==> src/design/touch_regs_defines.svh <==
/*
 * Register offsets, field positions and reset values for the touch power and status bank.
 * Assumes it is included by its bare name from the design module.
 */
`ifndef TOUCH_REGS_DEFINES_SVH
`define TOUCH_REGS_DEFINES_SVH

// ----------------------------------------------------------------------
// Register offsets
// ----------------------------------------------------------------------
`define OFS_POWER_GAIN_CONTROL   8'h00
`define OFS_GENERAL_EVENT_STATUS 8'h02
`define OFS_INPUT_TOUCH_STATUS   8'h03

// ----------------------------------------------------------------------
// Control register fields
// ----------------------------------------------------------------------
`define CTL_GAIN_HI    7
`define CTL_GAIN_LO    6
`define CTL_STANDBY    5
`define CTL_DEEP_SLEEP 4
`define CTL_SGAIN_HI   3
`define CTL_SGAIN_LO   2
`define CTL_MIXED      1
`define CTL_IRQ        0

// ----------------------------------------------------------------------
// General status fields
// ----------------------------------------------------------------------
`define GST_BASE_LIMIT  6
`define GST_CAL_FAIL    5
`define GST_HOLD        4
`define GST_MULTI       2
`define GST_PATTERN     1
`define GST_ANY_TOUCH   0

// ----------------------------------------------------------------------
// Reset values
// ----------------------------------------------------------------------
`define RST_POWER_GAIN_CONTROL 8'h00
`define RST_STATUS             8'h00

`endif

==> src/design/touch_regs_pkg.sv <==
/*
 * Types and the gain decode shared by the touch power and status bank.
 * Assumes the defines header is on the include path.
 */
package touch_regs_pkg;

  // --------------------------------------------------------------------
  // Power states
  // --------------------------------------------------------------------
  typedef enum logic [1:0] {
    PWR_ACTIVE  = 2'b00,
    PWR_STANDBY = 2'b01,
    PWR_MIXED   = 2'b10,
    PWR_DEEP    = 2'b11
  } power_state_t;

  // --------------------------------------------------------------------
  // Gain selector to multiplier: 00..11 map to 1, 2, 4, 8.
  // --------------------------------------------------------------------
  function automatic logic [3:0] gain_of(input logic [1:0] sel);
    gain_of = 4'h1 << sel;
  endfunction : gain_of

endpackage : touch_regs_pkg

==> src/design/touch_power_state_status_regs.sv <==
/*
 * Power state control, gain selection and touch status registers of a three-input
 * touch controller, with the active-low alert output.
 * Assumes an SMBus engine on mclk presents decoded single-cycle register strobes, and
 * that the sensing logic supplies event levels and pulses synchronous to mclk.
 */
`timescale 1ns/1ns

module touch_power_state_status_regs #(
  parameter int NUM_INPUTS = 3
) (
  // Clock and reset
  input  wire logic                         mclk,
  input  wire logic                         resetn,
  // Register strobes from the SMBus engine, and read answers to it
  input  wire logic [7:0]                   reg_addr,
  input  wire logic [7:0]                   reg_wdata,
  input  wire logic                         reg_wr,
  input  wire logic                         reg_rd,
  output logic      [7:0]                   reg_rdata,
  output logic                              reg_rvalid,
  // Per-input configuration and sensing results
  input  wire logic [NUM_INPUTS-1:0]        active_en,
  input  wire logic [NUM_INPUTS-1:0]        standby_en,
  input  wire logic [NUM_INPUTS-1:0]        irq_en,
  input  wire logic [NUM_INPUTS-1:0]        touch_detect,
  // Detector events
  input  wire logic                         base_out_any,
  input  wire logic                         cal_fail_any,
  input  wire logic                         hold_event,
  input  wire logic                         hold_button_touched,
  input  wire logic                         multi_blocking,
  input  wire logic                         pattern_cond,
  input  wire logic                         pattern_irq_en,
  // Outputs to the sensing front end
  output touch_regs_pkg::power_state_t      power_state,
  output logic      [NUM_INPUTS-1:0]        scan_en,
  output logic      [3:0]                   active_gain,
  output logic      [3:0]                   standby_gain,
  output logic                              recal_all,
  output logic      [NUM_INPUTS-1:0]        release_pulse,
  // Alert pin
  output logic                              alert_n
);

  `include "touch_regs_defines.svh"

  // --------------------------------------------------------------------
  // Elaboration check
  // --------------------------------------------------------------------
  // The touch status layout has exactly three input bits.
  if (NUM_INPUTS != 3) begin : g_bad_inputs
    $error("NUM_INPUTS must be 3");
  end

  // --------------------------------------------------------------------
  // Reset synchroniser
  // --------------------------------------------------------------------
  logic rst_meta_q;
  logic rst_sync_q;

  always_ff @(posedge mclk or negedge resetn) begin
    if (!resetn) begin
      rst_meta_q <= 1'b0;
      rst_sync_q <= 1'b0;
    end else begin
      rst_meta_q <= 1'b1;
      rst_sync_q <= rst_meta_q;
    end
  end

  // --------------------------------------------------------------------
  // State
  // --------------------------------------------------------------------
  typedef struct packed {
    logic [7:0]            ctrl;
    logic                  base_limit_flag;
    logic                  cal_failure_flag;
    logic                  hold_button_flag;
    logic                  multi_block_flag;
    logic                  pattern_hit_flag;
    logic [NUM_INPUTS-1:0] touched;
    logic [NUM_INPUTS-1:0] sampled;
    logic [NUM_INPUTS-1:0] release_p;
    logic                  recal;
    logic [7:0]            rdata;
    logic                  rvalid;
  } regs_t;

  regs_t state_q;
  regs_t state_d;

  touch_regs_pkg::power_state_t pstate;
  logic [NUM_INPUTS-1:0]        scan;
  logic [NUM_INPUTS-1:0]        live_touch;
  logic                         ctrl_wr;
  logic                         irq_clear;
  logic                         irq_set;
  logic [7:0]                   gen_status;
  logic [7:0]                   input_status;

  // --------------------------------------------------------------------
  // Next state
  // --------------------------------------------------------------------
  // Everything below reads only the registered copy, so a write and an event in the
  // same cycle both see the state from before that edge.
  always_comb begin
    // ------------------------------------------------------------------
    // Power state and scan set
    // ------------------------------------------------------------------
    // State priority resolve
    if (state_q.ctrl[`CTL_DEEP_SLEEP]) begin
      pstate = touch_regs_pkg::PWR_DEEP;
    end else if (state_q.ctrl[`CTL_MIXED]) begin
      pstate = touch_regs_pkg::PWR_MIXED;
    end else if (state_q.ctrl[`CTL_STANDBY]) begin
      pstate = touch_regs_pkg::PWR_STANDBY;
    end else begin
      pstate = touch_regs_pkg::PWR_ACTIVE;
    end

    case (pstate)
      touch_regs_pkg::PWR_ACTIVE:  scan = active_en;
      touch_regs_pkg::PWR_STANDBY: scan = standby_en;
      touch_regs_pkg::PWR_MIXED:   scan = active_en | standby_en;
      default:                     scan = '0;
    endcase

    live_touch = touch_detect & scan;

    // ------------------------------------------------------------------
    // Status views
    // ------------------------------------------------------------------
    // Any-touch summary
    input_status = {{(8 - NUM_INPUTS){1'b0}}, state_q.touched};
    gen_status = 8'h00;
    gen_status[`GST_BASE_LIMIT] = state_q.base_limit_flag;
    gen_status[`GST_CAL_FAIL]   = state_q.cal_failure_flag;
    gen_status[`GST_HOLD]       = state_q.hold_button_flag;
    gen_status[`GST_MULTI]      = state_q.multi_block_flag;
    gen_status[`GST_PATTERN]    = state_q.pattern_hit_flag;
    gen_status[`GST_ANY_TOUCH]  = |state_q.touched;

    // ------------------------------------------------------------------
    // Pending flag and control write
    // ------------------------------------------------------------------
    ctrl_wr = reg_wr && (reg_addr == `OFS_POWER_GAIN_CONTROL);
    // Host clears pending with a zero
    // A zero written while nothing is pending still clears resolved status; otherwise a
    // touch that outlived the last clear could never be released from its status bit.
    irq_clear = ctrl_wr && !reg_wdata[`CTL_IRQ];

    // Enabled new touches, hold events and enabled new pattern hits raise pending
    irq_set = (|(live_touch & ~state_q.touched & irq_en))
            || hold_event
            || (pattern_cond && !state_q.pattern_hit_flag && pattern_irq_en);

    state_d = state_q;
    state_d.rvalid    = reg_rd;
    state_d.recal     = 1'b0;
    state_d.sampled   = scan;
    state_d.release_p = state_q.sampled & ~scan;

    if (ctrl_wr) begin
      // Pending bit clears only by a host write of zero or in deep sleep; a written one leaves it alone.
      state_d.ctrl = {reg_wdata[7:1], state_q.ctrl[`CTL_IRQ]};
      state_d.recal = (reg_wdata[`CTL_GAIN_HI:`CTL_GAIN_LO]
                       != state_q.ctrl[`CTL_GAIN_HI:`CTL_GAIN_LO])
                   || (reg_wdata[`CTL_SGAIN_HI:`CTL_SGAIN_LO]
                       != state_q.ctrl[`CTL_SGAIN_HI:`CTL_SGAIN_LO]);
    end

    // A new event in the clearing cycle wins, so no interrupt is lost.
    if (irq_set) begin
      state_d.ctrl[`CTL_IRQ] = 1'b1;
    end else if (irq_clear) begin
      state_d.ctrl[`CTL_IRQ] = 1'b0;
    end

    // ------------------------------------------------------------------
    // Status flags
    // ------------------------------------------------------------------
    // Base limit follows detector
    state_d.base_limit_flag  = base_out_any;
    state_d.cal_failure_flag = cal_fail_any;
    state_d.multi_block_flag = multi_blocking;

    // Hold flag set and conditional clear
    if (hold_event) begin
      state_d.hold_button_flag = 1'b1;
    end else if (irq_clear && !hold_button_touched) begin
      state_d.hold_button_flag = 1'b0;
    end

    // Pattern flag set and conditional clear
    if (pattern_cond) begin
      state_d.pattern_hit_flag = 1'b1;
    end else if (irq_clear) begin
      state_d.pattern_hit_flag = 1'b0;
    end

    // Touch bits stick until cleared and released
    if (irq_clear) begin
      state_d.touched = live_touch;
    end else begin
      state_d.touched = state_q.touched | live_touch;
    end

    // Deep sleep wipes status and pending
    if (pstate == touch_regs_pkg::PWR_DEEP) begin
      state_d.ctrl[`CTL_IRQ]   = 1'b0;
      state_d.base_limit_flag  = 1'b0;
      state_d.cal_failure_flag = 1'b0;
      state_d.hold_button_flag = 1'b0;
      state_d.multi_block_flag = 1'b0;
      state_d.pattern_hit_flag = 1'b0;
      state_d.touched          = '0;
    end

    // ------------------------------------------------------------------
    // Read data
    // ------------------------------------------------------------------
    // Read data is held between reads, so a slow host engine may pick it up late.
    // The cost is one byte of flip-flops that never goes idle.
    if (!reg_rd) begin
      state_d.rdata = state_q.rdata;
    end else if (reg_addr == `OFS_POWER_GAIN_CONTROL) begin
      state_d.rdata = state_q.ctrl;
    end else if (reg_addr == `OFS_GENERAL_EVENT_STATUS) begin
      state_d.rdata = gen_status;
    end else if (reg_addr == `OFS_INPUT_TOUCH_STATUS) begin
      state_d.rdata = input_status;
    end else begin
      state_d.rdata = 8'h00;
    end
  end

  // --------------------------------------------------------------------
  // State register
  // --------------------------------------------------------------------
  // Reset defaults
  always_ff @(posedge mclk or negedge rst_sync_q) begin
    if (!rst_sync_q) begin
      state_q <= '{ctrl: `RST_POWER_GAIN_CONTROL, rdata: `RST_STATUS, default: '0};
    end else begin
      state_q <= state_d;
    end
  end

  // --------------------------------------------------------------------
  // Outputs
  // --------------------------------------------------------------------
  assign power_state   = pstate;
  assign scan_en       = scan;
  assign active_gain   = touch_regs_pkg::gain_of(state_q.ctrl[`CTL_GAIN_HI:`CTL_GAIN_LO]);
  assign standby_gain  = state_q.ctrl[`CTL_MIXED]
                       ? touch_regs_pkg::gain_of(state_q.ctrl[`CTL_SGAIN_HI:`CTL_SGAIN_LO])
                       : active_gain;
  assign recal_all     = state_q.recal;
  assign release_pulse = state_q.release_p;
  assign reg_rdata     = state_q.rdata;
  assign reg_rvalid    = state_q.rvalid;
  assign alert_n       = ~state_q.ctrl[`CTL_IRQ];

endmodule : touch_power_state_status_regs

==> config.mk <==
export PLATFORM = sky130hd
export DESIGN_NAME = touch_power_state_status_regs
export DESIGN_NICKNAME = d
export VERILOG_FILES = /design/src/design/touch_regs_pkg.sv /design/src/design/touch_power_state_status_regs.sv
export VERILOG_INCLUDE_DIRS = /design/src /design/src/design
export SDC_FILE = /design/constraint.sdc
export NUM_CORES = 1
export LEC_CHECK = 0
export BUFFER_PORTS_ARGS = -buffer_cell sky130_fd_sc_hd__buf_2
export CAP_MARGIN = 25
export CORE_AREA = 2 2 66 68
export DETAILED_ROUTE_END_ITERATION = 8
export DIE_AREA = 0 0 68 70
export GPL_ROUTABILITY_DRIVEN = 0
export PLACE_DENSITY = 0.73
export SLEW_MARGIN = 5
export SYNTH_ARGS = -nofsm -noshare
export SYNTH_HDL_FRONTEND = slang
export SYNTH_SLANG_ARGS = --single-unit
==> constraint.sdc <==
create_clock -name mclk -period 1.2 [get_ports mclk]
set_input_delay 0.12 -clock mclk [delete_from_list [all_inputs] [get_ports mclk]]
set_output_delay 0.12 -clock mclk [all_outputs]
set_load 0.01 [all_outputs]
==> impl_metrics.sql <==
INSERT INTO impl_metrics (metric_group, metric, value, unit) VALUES
('detailed_routing', 'route.detailed.vias_per_inst', '4.741', ''),
('yosys', 'syn_avg_cell_area', '10.97', 'um^2'),
('yosys', 'post-synth-top-area-cell', 'sky130_fd_sc_hd__dfrtp_1', ''),
('setup_path', 'timing.critical_path.required', '1.08', 'ns'),
('min_path', 'worst_hold_path_type', 'input port to flop', ''),
('clock_tree', 'clockRootBuffer', 'sky130_fd_sc_hd__clkbuf_8', ''),
('timing', 'report.final.slew_viol_count', '0', ''),
('yosys', 'post_synth_instance_area', '0.001678', 'mm^2'),
('timing', 'hold_viol_final', '0', ''),
('timing', 'setup_slack', '-0.3290', 'ns'),
('timing', 'timing.fmax', '654.0', 'MHz'),
('yosys', 'ys.warnings.count', '0', ''),
('clock_tree', 'cts_htree_levels', '2', ''),
('placed_design', 'post-dp-hpwl', '2887', 'um'),
('clock_tree', 'cts_made_buffers', '5', ''),
('setup_path', 'worst_r2r_endpoint', 'state_q[24]', ''),
('detailed_routing', 'drc', '0', ''),
('floorplanning', 'fp.dieArea', '0.004760', 'mm^2'),
('yosys', 'postSynthRegisterBits', '34', ''),
('power', 'power_density', '1054', 'mW/mm^2'),
('cells_and_area', 'nNetsFinal', '273', ''),
('detailed_routing', 'via_count', '1356', ''),
('floorplanning', 'num_rows', '24', ''),
('cells_and_area', 'regArea', '857.1', 'um^2'),
('cells_and_area', 'multiInputGateArea', '706.9', 'um^2'),
('global_routing', 'grt_max_degree', '27', ''),
('setup_path', 'timing.rr.start', 'state_q[29]', ''),
('power', 'cellLeakagePower', '0.001175', 'uW'),
('global_routing', 'grt_antenna_before_repair', '0', ''),
('detailed_routing', 'first_pass_iteration_count_of_the_detailed_router', '4', ''),
('floorplanning', 'pin_count', '66', ''),
('setup_path', 'critPathMaxFanout', '4', ''),
('yosys', 'yosys_most_used_dff', 'sky130_fd_sc_hd__dfrtp_1', ''),
('setup_path', 'start_kind', 'flop', ''),
('yosys', 'synth_sequential_area_ratio', '0.5071', ''),
('cells_and_area', 'diodes', '0', ''),
('timing', 'finalClockSkew', '0.005380', 'ns'),
('global_routing', 'wire_length_of_the_first_global_routing_pass', '6479', 'um'),
('yosys', 'syn-num-nets', '192', ''),
('job', 'max-cap-violations', '0', ''),
('setup_path', 'critical_path_class', 'flop to output pin', ''),
('timing', 'finalWorstPathRequiredPeriod', '1.529', 'ns'),
('cells_and_area', 'drive_gt1_frac', '0.5513', ''),
('clock_tree', 'clock_sinks', '34', ''),
('floorplanning', 'die_w', '68', 'um'),
('clock_tree', 'clk_transition_reported_paths', '0.07', 'ns'),
('timing', 'final_min_period_over_clock_period', '1.274', ''),
('power', 'total_power', '2497', 'uW'),
('floorplanning', 'coreArea', '0.004144', 'mm^2'),
('yosys', 'synth_top_cell_area_share', '0.5071', ''),
('setup_path', 'crit_start', 'state_q[29]', ''),
('clock_tree', 'clock_latency', '0.28', 'ns'),
('yosys', 'synth_edf_count', '0', ''),
('yosys', 'yosys-top-cells-area', 'sky130_fd_sc_hd__dfrtp_1 51%, sky130_fd_sc_hd__buf_4 6.7%, sky130_fd_sc_hd__mux2i_1 4.8%', ''),
('cells_and_area', 'syn2layout_area_growth', '41.24', '%'),
('global_routing', 'grt_pass1_vias', '1354', ''),
('setup_path', 'reg2regPathDepth', '6', ''),
('global_routing', 'grt_overflow', '0', ''),
('yosys', 'ys_types', '34', ''),
('clock_tree', 'cts_tree', 'built', ''),
('global_routing', 'grtUsageTotal', '0.1846', ''),
('detailed_routing', 'drtAntennaViolNets', '0', ''),
('clock_tree', 'clock_path_buffers', '2', ''),
('setup_path', 'critical_path.endpoint', 'scan_en[0]', ''),
('timing', 'number_of_endpoints_failing_setup_at_the_final_stage', '19', ''),
('yosys', 'syn_inst', '153', ''),
('floorplanning', 'die_y', '70', 'um'),
('timing', 'rsz0062_at_grt', 'true', ''),
('status', 'violated_checks', 'negative setup slack', ''),
('detailed_routing', 'postRouteWirelength', '4047', 'um'),
('setup_path', 'critical_path_arrival', '1.41', 'ns'),
('cells_and_area', 'utilization', '0.5719', ''),
('placed_design', 'buffer_ports.inserted', '65', ''),
('setup_path', 'setup.worst_path.end_class', 'output pin', ''),
('setup_path', 'r2r_setup_slack', '-0.26', 'ns'),
('power', 'ir_worst_vdd', '0.5336', 'mV'),
('detailed_routing', 'drt-initial-drc-count', '48', ''),
('detailed_routing', 'routed_wire_length_per_instance', '14.15', 'um'),
('floorplanning', 'initial_core_util', '0.4049', ''),
('yosys', 'synth_async_reset_ratio', '1.000', ''),
('status', 'run_status', 'finished, violations left', ''),
('cells_and_area', 'nFillCells', '378', '');
-- worst max-delay path, stage by stage, from the launching register on --
cell                       delay [ns]
sky130_fd_sc_hd__dfrtp_2         0.45
sky130_fd_sc_hd__mux2i_1         0.14
sky130_fd_sc_hd__a211oi_2        0.25
sky130_fd_sc_hd__buf_4           0.18
sky130_fd_sc_hd__buf_6           0.10
-- what timing repair did --
| item | 4_1_cts | 5_1_grt |
|---|---|---|
| setup endpoints to repair | 15 | 20 |
| pin swaps | 8 | 1 |
| setup buffers | 13 | 5 |
| hold buffers | 1 | 0 |
| endpoints found under the hold margin | 2 | 0 |
| gates resized for setup | 29 | 7 |
-- worst min path at each step --
stage | start | end | slack (ns) | cells past startpoint
floorplan | resetn | rst_meta_q | -0.18 | 0
global placement | resetn | rst_meta_q | -0.09 | 1
detailed placement | resetn | rst_meta_q | -0.09 | 1
CTS | cal_fail_any | gen_status[5] | 0.06 | 2
global route | pattern_cond | gen_status[1] | 0.07 | 3
finish | base_out_any | gen_status[6] | 0.07 | 2
-- cell families after synthesis --
logic type	after synthesis	synth area share
XOR/XNOR	4	0.02088
AO/OA/AOI/OAI	32	0.1514
AND/OR/NAND/NOR	34	0.1111
other	1	0.002235
multiplexers	15	0.09471
flip-flops	34	0.5071
buffers and inverters	33	0.1126
-- cells in the final DEF, fill, tap and decap left out, types with 4 or more instances in the layout --
cell	count
sky130_fd_sc_hd__buf_4	17
sky130_fd_sc_hd__nor2_1	9
sky130_fd_sc_hd__mux2i_1	7
sky130_fd_sc_hd__buf_6	13
sky130_fd_sc_hd__o22ai_1	8
sky130_fd_sc_hd__nor2b_1	5
sky130_fd_sc_hd__a22o_1	5
sky130_fd_sc_hd__inv_1	13
sky130_fd_sc_hd__xnor2_1	4
sky130_fd_sc_hd__nand2_1	5
sky130_fd_sc_hd__dfrtp_1	29
sky130_fd_sc_hd__mux2_2	7
sky130_fd_sc_hd__buf_2	61
sky130_fd_sc_hd__dfrtp_2	5
sky130_fd_sc_hd__clkbuf_8	5
-- final cells by class --
class / count / area share
sequential: 34 / 0.3617
clock buffer: 7 / 0.03221
timing repair buffer: 93 / 0.2571
inverter: 14 / 0.02323
multi-input combinational: 86 / 0.2983
tap: 52 / 0.02746
-- cells in the mapped netlist, types with 4 or more instances --
library cell	n
sky130_fd_sc_hd__mux2i_1	8
sky130_fd_sc_hd__mux2_2	7
sky130_fd_sc_hd__buf_4	15
sky130_fd_sc_hd__inv_1	13
sky130_fd_sc_hd__o22ai_1	8
sky130_fd_sc_hd__xnor2_1	4
sky130_fd_sc_hd__nand2_1	6
sky130_fd_sc_hd__nor2_1	11
sky130_fd_sc_hd__dfrtp_1	34
sky130_fd_sc_hd__nor2b_1	7
sky130_fd_sc_hd__a22o_1	5
-- power by group --
part	switching [uW]	internal, uW
clock network	380	399
logic	203	261
registers	53.3	1200
total	636	1860
-- per-layer routing --
| metal | wire length, um | vias to the layer above | track usage |
|---|---|---|---|
| met5 | 0 | - | 0 |
| met4 | 83 | 0 | 0.07333 |
| met3 | 188 | 8 | 0.04187 |
| met1 | 1674 | 638 | 0.2379 |
| li1 | - | 673 | - |
| met2 | 2101 | 37 | 0.2956 |
-- metrics by stage --
stage / cells / hold slack [ns] / instance area, um^2 / worst slack [ns] / setup TNS, ns
floorplan: 153 / -0.1756 / 1678 / -0.08181 / -0.1085
global route: 286 / 0.07368 / 2370 / -0.3779 / -4.061
finish: 286 / 0.06531 / 2370 / -0.3290 / -3.049
global placement: 263 / -0.09458 / 2034 / -0.1023 / -1.267
CTS: 283 / 0.06075 / 2327 / -0.3227 / -2.768
detailed placement: 263 / -0.09306 / 2034 / -0.1841 / -2.098
-- sequential cells by signal, summed over array words and instances, names as in the netlist --
signal / cells
reg_rvalid: 1
rst_sync_q: 1
gen_status: 5
rst_meta_q: 1
release_pulse: 3
state_q: 11
input_status: 3
recal_all: 1
reg_rdata: 8
Note: power is estimated with default switching activity, not from simulation.
